$ cat config.mk
export PLATFORM = sky130hd
export DESIGN_NAME = stepper_controller_flat
export DESIGN_NICKNAME = d
export VERILOG_FILES = /design/src/include/stepper_pkg.sv /design/src/include/stepper_if.sv /design/src/hw/stepper_controller.sv /design/src/flat_wrapper.sv
export VERILOG_INCLUDE_DIRS = /design/src /design/src/include
export SDC_FILE = /design/constraint.sdc
export NUM_CORES = 1
export LEC_CHECK = 0
export BUFFER_PORTS_ARGS = -buffer_cell sky130_fd_sc_hd__clkbuf_2
export CAP_MARGIN = 25
export CORE_MARGIN = 3
export CORE_UTILIZATION = 60
export DETAILED_ROUTE_END_ITERATION = 10
export PLACE_DENSITY_LB_ADDON = 0.25
export SLEW_MARGIN = 20
export SYNTH_ARGS = -nofsm -noshare
export SYNTH_HDL_FRONTEND = slang
export SYNTH_SLANG_ARGS = --single-unit
$ cat constraint.sdc
create_clock -name sys_clk -period 9.6 [get_ports sys_clk]
set_input_delay 1.92 -clock sys_clk [delete_from_list [all_inputs] [get_ports sys_clk]]
set_output_delay 1.92 -clock sys_clk [all_outputs]
set_load 0.05 [all_outputs]
$ cat src/include/stepper_map.svh
`ifndef STEPPER_MAP_SVH
`define STEPPER_MAP_SVH
// ------------------------------------------------------------
// Clock and timing
// ------------------------------------------------------------
`define CLK_PERIOD_NS 10
`define STEP_HALF_NS 5000
`define STEP_HALF_CYC ((`STEP_HALF_NS + `CLK_PERIOD_NS - 1) / `CLK_PERIOD_NS)
`define WAKE_US 100
`define WAKE_CYC (`WAKE_US * 1000 / `CLK_PERIOD_NS)
`define SYNC_IDLE_US 2000
`define SYNC_IDLE_CYC (`SYNC_IDLE_US * 1000 / `CLK_PERIOD_NS)
// ------------------------------------------------------------
// Sequencer
// ------------------------------------------------------------
`define POS_W 6
`define POS_HOME 6'h00
`define SLEEP_CODE 3'h7
`define INC_FULL 6'h10
`define INC_HALF 6'h08
`define INC_QUARTER 6'h04
`define INC_EIGHTH 6'h02
`define INC_SIXTEENTH 6'h01
// ------------------------------------------------------------
// Controller registers (byte addresses)
// ------------------------------------------------------------
`define REG_CTRL 12'h000
`define REG_STEP 12'h004
`define REG_STATUS 12'h008
`define CTRL_DUAL_EDGE 0
`define CTRL_DIRECTION 1
`define CTRL_SYNC_FORCE 2
`define CTRL_SYNC_AUTO 3
`define CTRL_RESET 4
`define CTRL_DISABLE 5
`define CTRL_EXC_LSB 8
`define CTRL_RESET_VAL 32'h0000_0000
`define STAT_BUSY 0
`define STAT_HOME 1
`define STAT_SYNC 2
`define STAT_WAKE 3
`define STAT_LEFT_LSB 16
`endif

$ cat src/include/stepper_pkg.sv
package stepper_pkg;
  typedef enum logic [1:0] {
    st_idle = 2'b00,
    st_wake = 2'b01,
    st_run = 2'b10
  } ctl_state_t;
  typedef logic [2:0] exc_code_t;
endpackage : stepper_pkg

$ cat src/include/stepper_if.sv
`timescale 1ns/1ps
interface stepper_if;
  logic step_clk;
  logic reset_pin;
  logic sync_pin;
  logic direction_input;
  logic dual_edge_option;
  logic excitation_select_bit_a;
  logic excitation_select_bit_b;
  logic excitation_select_bit_c;
  logic reference_disable_pin;
  logic [3:0] phase_out;
  logic home_monitor_output;
  modport device (
    input step_clk, reset_pin, sync_pin, direction_input,
    input dual_edge_option, reference_disable_pin,
    input excitation_select_bit_a, excitation_select_bit_b,
    input excitation_select_bit_c,
    output phase_out, home_monitor_output
  );
  modport controller (
    output step_clk, reset_pin, sync_pin, direction_input,
    output dual_edge_option, reference_disable_pin,
    output excitation_select_bit_a, excitation_select_bit_b,
    output excitation_select_bit_c,
    input phase_out, home_monitor_output
  );
endinterface : stepper_if

$ cat src/hw/stepper_controller.sv
// The implementer's own choices: the APB interface to the registers and the register offsets.
`timescale 1ns/1ps
`include "stepper_map.svh"
module stepper_controller #(
  parameter int HALF_CYC = `STEP_HALF_CYC,
  parameter int WAKE_CYC = `WAKE_CYC,
  parameter int SYNC_IDLE_CYC = `SYNC_IDLE_CYC
) (
  // System
  input wire logic sys_clk,
  input wire logic rst,
  // APB slave
  input wire logic psel,
  input wire logic penable,
  input wire logic pwrite,
  input wire logic [11:0] paddr,
  input wire logic [31:0] pwdata,
  output logic [31:0] prdata,
  output logic pready,
  output logic pslverr,
  // Pins toward the device
  stepper_if.controller pins
);

  // ------------------------------------------------------------
  // Register access
  // ------------------------------------------------------------
  logic [31:0] ctrl;
  logic [15:0] left;
  logic busy;
  logic sync_q;
  logic wake_pend;
  logic home_s;
  logic home_m;
  logic wr;
  logic mapped;
  logic [31:0] rd;

  assign wr = psel & penable & pready & pwrite;
  assign mapped = (paddr == `REG_CTRL) | (paddr == `REG_STEP) |
                  (paddr == `REG_STATUS);

  always_comb begin
    rd = 32'h0000_0000;
    unique case (paddr)
      `REG_CTRL: rd = ctrl;
      `REG_STEP: rd = {16'h0000, left};
      `REG_STATUS: begin
        rd[`STAT_BUSY] = busy;
        rd[`STAT_HOME] = home_s;
        rd[`STAT_SYNC] = sync_q;
        rd[`STAT_WAKE] = wake_pend;
        rd[`STAT_LEFT_LSB +: 16] = left;
      end
      default: rd = 32'h0000_0000;
    endcase
  end

  // No wait state: data is latched in setup, pready high in the first access cycle
  always_ff @(posedge sys_clk or posedge rst) begin
    if (rst) begin
      pready <= 1'b0;
      prdata <= 32'h0000_0000;
      pslverr <= 1'b0;
    end else begin
      pready <= psel & ~penable;
      prdata <= (psel & ~penable & ~pwrite) ? rd : 32'h0000_0000;
      pslverr <= psel & ~penable & ~mapped;
    end
  end

  always_ff @(posedge sys_clk or posedge rst) begin
    if (rst) begin
      ctrl <= `CTRL_RESET_VAL;
    end else if (wr && paddr == `REG_CTRL) begin
      ctrl <= pwdata & 32'h0000_073f;
    end
  end

  // ------------------------------------------------------------
  // Pin drive; every pin has a defined level from reset
  // ------------------------------------------------------------
  logic sleeping;
  assign sleeping = ctrl[`CTRL_DISABLE] |
                    (ctrl[`CTRL_EXC_LSB +: 3] == `SLEEP_CODE);

  always_ff @(posedge sys_clk or posedge rst) begin
    if (rst) begin
      pins.reset_pin <= 1'b0;
      pins.direction_input <= 1'b0;
      pins.dual_edge_option <= 1'b0;
      pins.reference_disable_pin <= 1'b0;
      pins.excitation_select_bit_a <= 1'b0;
      pins.excitation_select_bit_b <= 1'b0;
      pins.excitation_select_bit_c <= 1'b0;
    end else begin
      pins.reset_pin <= ctrl[`CTRL_RESET];
      pins.direction_input <= ctrl[`CTRL_DIRECTION];
      pins.dual_edge_option <= ctrl[`CTRL_DUAL_EDGE];
      pins.reference_disable_pin <= ctrl[`CTRL_DISABLE];
      pins.excitation_select_bit_a <= ctrl[`CTRL_EXC_LSB];
      pins.excitation_select_bit_b <= ctrl[`CTRL_EXC_LSB + 1];
      pins.excitation_select_bit_c <= ctrl[`CTRL_EXC_LSB + 2];
    end
  end

  always_ff @(posedge sys_clk or posedge rst) begin
    if (rst) begin
      home_m <= 1'b0;
      home_s <= 1'b0;
    end else begin
      home_m <= pins.home_monitor_output;
      home_s <= home_m;
    end
  end

  // ------------------------------------------------------------
  // Wake delay after either sleep is released
  // ------------------------------------------------------------
  logic [31:0] wake_cnt;
  always_ff @(posedge sys_clk or posedge rst) begin
    if (rst) begin
      wake_cnt <= 32'h0000_0000;
    end else if (sleeping) begin
      wake_cnt <= WAKE_CYC[31:0];
    end else if (wake_cnt != 32'h0000_0000) begin
      wake_cnt <= wake_cnt - 32'h0000_0001;
    end
  end
  assign wake_pend = (wake_cnt != 32'h0000_0000);

  // ------------------------------------------------------------
  // Step clock generator
  // ------------------------------------------------------------
  stepper_pkg::ctl_state_t state;
  logic [31:0] half_cnt;
  logic clk_q;
  logic tick;
  logic qual;
  assign tick = (half_cnt == 32'h0000_0000);
  // Edge produced by this toggle: rising always steps, falling in dual
  assign qual = ~clk_q | ctrl[`CTRL_DUAL_EDGE];

  always_ff @(posedge sys_clk or posedge rst) begin
    if (rst) begin
      state <= stepper_pkg::st_idle;
      left <= 16'h0000;
      clk_q <= 1'b0;
      half_cnt <= 32'h0000_0000;
    end else begin
      unique case (state)
        stepper_pkg::st_idle: begin
          if (wr && paddr == `REG_STEP && pwdata[15:0] != 16'h0000) begin
            left <= pwdata[15:0];
            state <= stepper_pkg::st_wake;
          end
        end
        stepper_pkg::st_wake: begin
          if (!wake_pend && !sleeping) begin
            half_cnt <= HALF_CYC[31:0] - 32'h0000_0001;
            state <= stepper_pkg::st_run;
          end
        end
        stepper_pkg::st_run: begin
          if (!tick) begin
            half_cnt <= half_cnt - 32'h0000_0001;
          end else if (left == 16'h0000) begin
            if (clk_q && !ctrl[`CTRL_DUAL_EDGE]) begin
              clk_q <= 1'b0;
            end
            state <= stepper_pkg::st_idle;
          end else begin
            clk_q <= ~clk_q;
            half_cnt <= HALF_CYC[31:0] - 32'h0000_0001;
            if (qual) begin
              left <= left - 16'h0001;
            end
          end
        end
        default: state <= stepper_pkg::st_idle;
      endcase
    end
  end
  assign busy = (state != stepper_pkg::st_idle);
  assign pins.step_clk = clk_q;

  // ------------------------------------------------------------
  // Chopping sync
  // ------------------------------------------------------------
  logic [31:0] idle_cnt;
  always_ff @(posedge sys_clk or posedge rst) begin
    if (rst) begin
      idle_cnt <= 32'h0000_0000;
    end else if (busy) begin
      idle_cnt <= 32'h0000_0000;
    end else if (idle_cnt != SYNC_IDLE_CYC[31:0]) begin
      idle_cnt <= idle_cnt + 32'h0000_0001;
    end
  end

  // Never while stepping; hold only, so any excitation is safe then
  always_ff @(posedge sys_clk or posedge rst) begin
    if (rst) begin
      sync_q <= 1'b0;
    end else begin
      sync_q <= ~busy & ~sleeping & (ctrl[`CTRL_SYNC_FORCE] |
                (ctrl[`CTRL_SYNC_AUTO] &
                 (idle_cnt == SYNC_IDLE_CYC[31:0])));
    end
  end
  assign pins.sync_pin = sync_q;

endmodule : stepper_controller

$ cat src/flat_wrapper.sv
// flat-port wrapper written by rule: the top's interface ports become plain ports
module stepper_controller_flat 
#(
  parameter int HALF_CYC = `STEP_HALF_CYC,
  parameter int WAKE_CYC = `WAKE_CYC,
  parameter int SYNC_IDLE_CYC = `SYNC_IDLE_CYC
)
  (sys_clk, rst, psel, penable, pwrite, paddr, pwdata, prdata, pready, pslverr, pins_step_clk, pins_reset_pin, pins_sync_pin, pins_direction_input, pins_dual_edge_option, pins_reference_disable_pin, pins_excitation_select_bit_a, pins_excitation_select_bit_b, pins_excitation_select_bit_c, pins_phase_out, pins_home_monitor_output);
  stepper_if pins_i ();
  input wire logic sys_clk;
  input wire logic rst;
  input wire logic psel;
  input wire logic penable;
  input wire logic pwrite;
  input wire logic [11:0] paddr;
  input wire logic [31:0] pwdata;
  output logic [31:0] prdata;
  output logic pready;
  output logic pslverr;
  output wire logic [$bits(pins_i.step_clk)-1:0] pins_step_clk;
  output wire logic [$bits(pins_i.reset_pin)-1:0] pins_reset_pin;
  output wire logic [$bits(pins_i.sync_pin)-1:0] pins_sync_pin;
  output wire logic [$bits(pins_i.direction_input)-1:0] pins_direction_input;
  output wire logic [$bits(pins_i.dual_edge_option)-1:0] pins_dual_edge_option;
  output wire logic [$bits(pins_i.reference_disable_pin)-1:0] pins_reference_disable_pin;
  output wire logic [$bits(pins_i.excitation_select_bit_a)-1:0] pins_excitation_select_bit_a;
  output wire logic [$bits(pins_i.excitation_select_bit_b)-1:0] pins_excitation_select_bit_b;
  output wire logic [$bits(pins_i.excitation_select_bit_c)-1:0] pins_excitation_select_bit_c;
  input wire logic [$bits(pins_i.phase_out)-1:0] pins_phase_out;
  input wire logic [$bits(pins_i.home_monitor_output)-1:0] pins_home_monitor_output;
  assign pins_step_clk = pins_i.step_clk;
  assign pins_reset_pin = pins_i.reset_pin;
  assign pins_sync_pin = pins_i.sync_pin;
  assign pins_direction_input = pins_i.direction_input;
  assign pins_dual_edge_option = pins_i.dual_edge_option;
  assign pins_reference_disable_pin = pins_i.reference_disable_pin;
  assign pins_excitation_select_bit_a = pins_i.excitation_select_bit_a;
  assign pins_excitation_select_bit_b = pins_i.excitation_select_bit_b;
  assign pins_excitation_select_bit_c = pins_i.excitation_select_bit_c;
  assign pins_i.phase_out = pins_phase_out;
  assign pins_i.home_monitor_output = pins_home_monitor_output;
  stepper_controller #(.HALF_CYC(HALF_CYC), .WAKE_CYC(WAKE_CYC), .SYNC_IDLE_CYC(SYNC_IDLE_CYC)) u_core (.sys_clk(sys_clk), .rst(rst), .psel(psel), .penable(penable), .pwrite(pwrite), .paddr(paddr), .pwdata(pwdata), .prdata(prdata), .pready(pready), .pslverr(pslverr), .pins(pins_i));
endmodule
==> impl_metrics.csv <==
group,metric,value,unit
status,outcome,"finished, final reports clean",
routing,wl_per_cell,17.5,um
final_layout,drive_gt1_frac,0.171,
final_layout,postLayoutCoreUtil,0.706,
flow_run,maxCapViolations,0,
setup_path,max_stage_delay,820,ps
die,core-area,13500,um^2
routing,drt_iter0_drc,796,
clocking,cts_tree,"built",
clocking,cts_hold_buf,0,
worst_hold_path,hp-class,"reg2reg",
clocking,path_clk_slew,70,ps
setup_path,endpoint_kind,"register",
yosys,synthFlopType,"dfrtp_1",
yosys,synthArstFlopShare,1.00,
setup_path,required,9930,ps
global_route,grt-ovfl-total,0,
sta,period_share,0.375,
sta,setup_viol,0,
pwr,power_density,248,nW/um^2
pwr,seqPwrFrac,0.408,
yosys,netlist_area,8350,um^2
placement,place.port_buffers,76,
final_layout,antenna-diode-count,0,
final_layout,final_common_cell,"dfrtp_1",
global_route,grt_util_all_layers,0.258,
yosys,synth_seq_cells,168,
pwr,switching_power,822,uW
clocking,htree_num_levels,4,
global_route,grt_pass1_vias,6443,
die,ioPinCount,97,
routing,dr_total_vias,6755,
global_route,grt_max_degree,93,
setup_path,worstSetupPathType,"reg2reg",
pwr,ir_worst_vdd,0.162,mV
yosys,synth_cells,837,
clocking,ctsResizeCount,0,
pwr,combinationalPowerShare,0.278,
sta,skew,7.47,ps
sta,hold_viol,0,
sta,final_max_slew_viol_count,0,
yosys,synth_fp_nets,900,
die,die-area,15400,um^2
yosys,synth_seq_area_share,0.503,
pwr,cell_internal_pwr,1530,uW
clocking,insertion_delay,430,ps
setup_path,path_buf_inv,1,
die,die_h,124,um
clocking,clock_sinks,168,
yosys,yosysWarnings,0,
sta,setup_tns,0,ps
routing,vias_per_cell,6.20,
die,dieWidth,124,um
sta,timing.slew.headroom,0.348,
clocking,cts_root_buf,"clkbuf_16",
clocking,cts_buffers,17,
yosys,synth.distinct_cells,69,
routing,drtAntennaViolNets,0,
global_route,grt_pass1_wl,31300,um
yosys,synth_edf_count,0,
clocking,clk_path_buf_depth,2,
die,start_util,0.621,
sta,hold_ws,356,ps
sta,worst_pin_slew,978,ps
pwr,p_leak,0.00418,uW
die,rows,42,
sta,fin_crit,3600,ps
pwr,power.share.switching,0.349,
placement,dpl.hpwl,12400,um
yosys,syn_area_per_cell,9.98,um^2
routing,drcViolationCount,0,
routing,first_pass_iters,5,
clocking,post_cts_buffers,0,
setup_path,crit_fanout,15,
sta,fmax,278,MHz
setup_path,arrival,3930,ps
setup_path,crit_slowest_cell,"or2_0",
placement,gp_congestion,0.857,
routing,drt_wl_total,19100,um
final_layout,area_delta_synth_final,13.7,%
final_layout,final_cell_mix,"dfrtp_1, nor2_1, clkbuf_2",
setup_path,start_kind,"register",
setup_path,cp_top_family,"simple AND/OR/NAND/NOR gates",
sta,rsz0062_at_grt,"no",
global_route,antenna_found_initial,0,
final_layout,finalNetCount,964,
pwr,clkPwrFrac,0.314,
setup_path,path_cells,"inv_1 -> ha_1 -> or3b_4 -> or4_4 -> o41ai_4 -> or2_0 -> nor3_1 -> o21a_1",
worst paths after layout:
path | depth (start not counted) | from | endpoint | slack (ps)
setup reg to reg | 8 | u_core.half_cnt[0] | u_core.half_cnt[24] | 6000
min in group asynchronous | 2 | rst | u_core.idle_cnt[17] | 1650
hold / removal | 0 | u_core.home_m | u_core.home_s | 360
setup / recovery | 8 | u_core.half_cnt[0] | u_core.half_cnt[24] | 6000
hold reg to reg | 0 | u_core.home_m | u_core.home_s | 360
max in group asynchronous | 4 | rst | u_core.prdata[6] | 6830
Yosys cell counts (4+ instances only):
master,n,share of area
o211ai_1,6,0.0054
nand2_1,59,0.027
or3_1,30,0.022
o21ai_0,21,0.013
o21ai_1,4,0.0024
dfrtp_1,168,0.50
nor2b_1,8,0.0060
clkbuf_1,29,0.013
a41oi_1,6,0.0063
nor3_1,39,0.023
mux2_2,11,0.015
inv_1,19,0.0085
nor2_1,81,0.036
a21oi_1,23,0.014
xor2_1,14,0.015
and4_1,7,0.0073
o31ai_1,4,0.0036
nand4_1,13,0.0097
mux2i_1,8,0.0096
o22a_1,12,0.013
a31oi_1,16,0.012
nand3_1,31,0.019
and3_1,4,0.0030
or4_1,12,0.011
nand2b_1,4,0.0030
a22o_1,5,0.0052
or2_2,9,0.0067
ha_1,9,0.013
xnor2_1,39,0.041
a21boi_0,5,0.0045
and2_1,47,0.035
a21oi_2,9,0.0094
nor4_1,28,0.021
o311ai_0,8,0.0084
state kept, by name (all words and copies together) (netlist names), 2 cells and up:
name and count:
u_core.state 2, u_core.wake_cnt 32, u_core.prdata 32, u_core.left 16
u_core.half_cnt 32, u_core.idle_cnt 32, u_core.ctrl 9
power by group through the flow:
stage | Sequential [uW] | Clock [uW] | Combinational (uW)
2_1_floorplan | 924 | 0 | 526
3_3_place_gp | 956 | 0 | 606
3_5_place_dp | 965 | 0 | 635
4_1_cts | 955 | 744 | 650
5_1_grt | 975 | 775 | 730
6_report | 960 | 738 | 655
area by class of cell:
type,count,area [um^2]
Tap cell,176,220
Timing Repair Buffer,83,448
Clock inverter,11,168
Fill cell,999,3950
Inverter,19,76.3
Multi-Input combinational cell,612,3910
Sequential cell,168,4200
Clock buffer,21,470
metal layers:
metal	share of wire	global-route usage
met5	0	0
met4	0.020	0.101
met3	0.058	0.0540
met2	0.48	0.410
met1	0.44	0.349
kinds of logic (layout without fill, tap and decap cells):
| kind of cell | Yosys count | count (layout) | share of synthesized area |
|---|---|---|---|
| compound gates | 146 | 146 | 0.130 |
| fa+ha+maj | 9 | 9 | 0.0135 |
| flops | 168 | 168 | 0.503 |
| mux | 19 | 19 | 0.0244 |
| simple gates | 385 | 385 | 0.244 |
| xor+xnor | 53 | 53 | 0.0556 |
| buf+inv | 57 | 134 | 0.0292 |
metrics by stage:
stage / cells / setup slack [ps] / area (um^2) / total power (uW)
floorplan: 837 / 3130 / 8350 / 1450
global placement: 1055 / 5400 / 8820 / 1560
detailed placement: 1056 / 5570 / 8820 / 1600
CTS: 1088 / 6040 / 9460 / 2350
global route: 1090 / 5790 / 9500 / 2480
finish: 1090 / 6000 / 9500 / 2350
(Power assumes the default switching activity.)
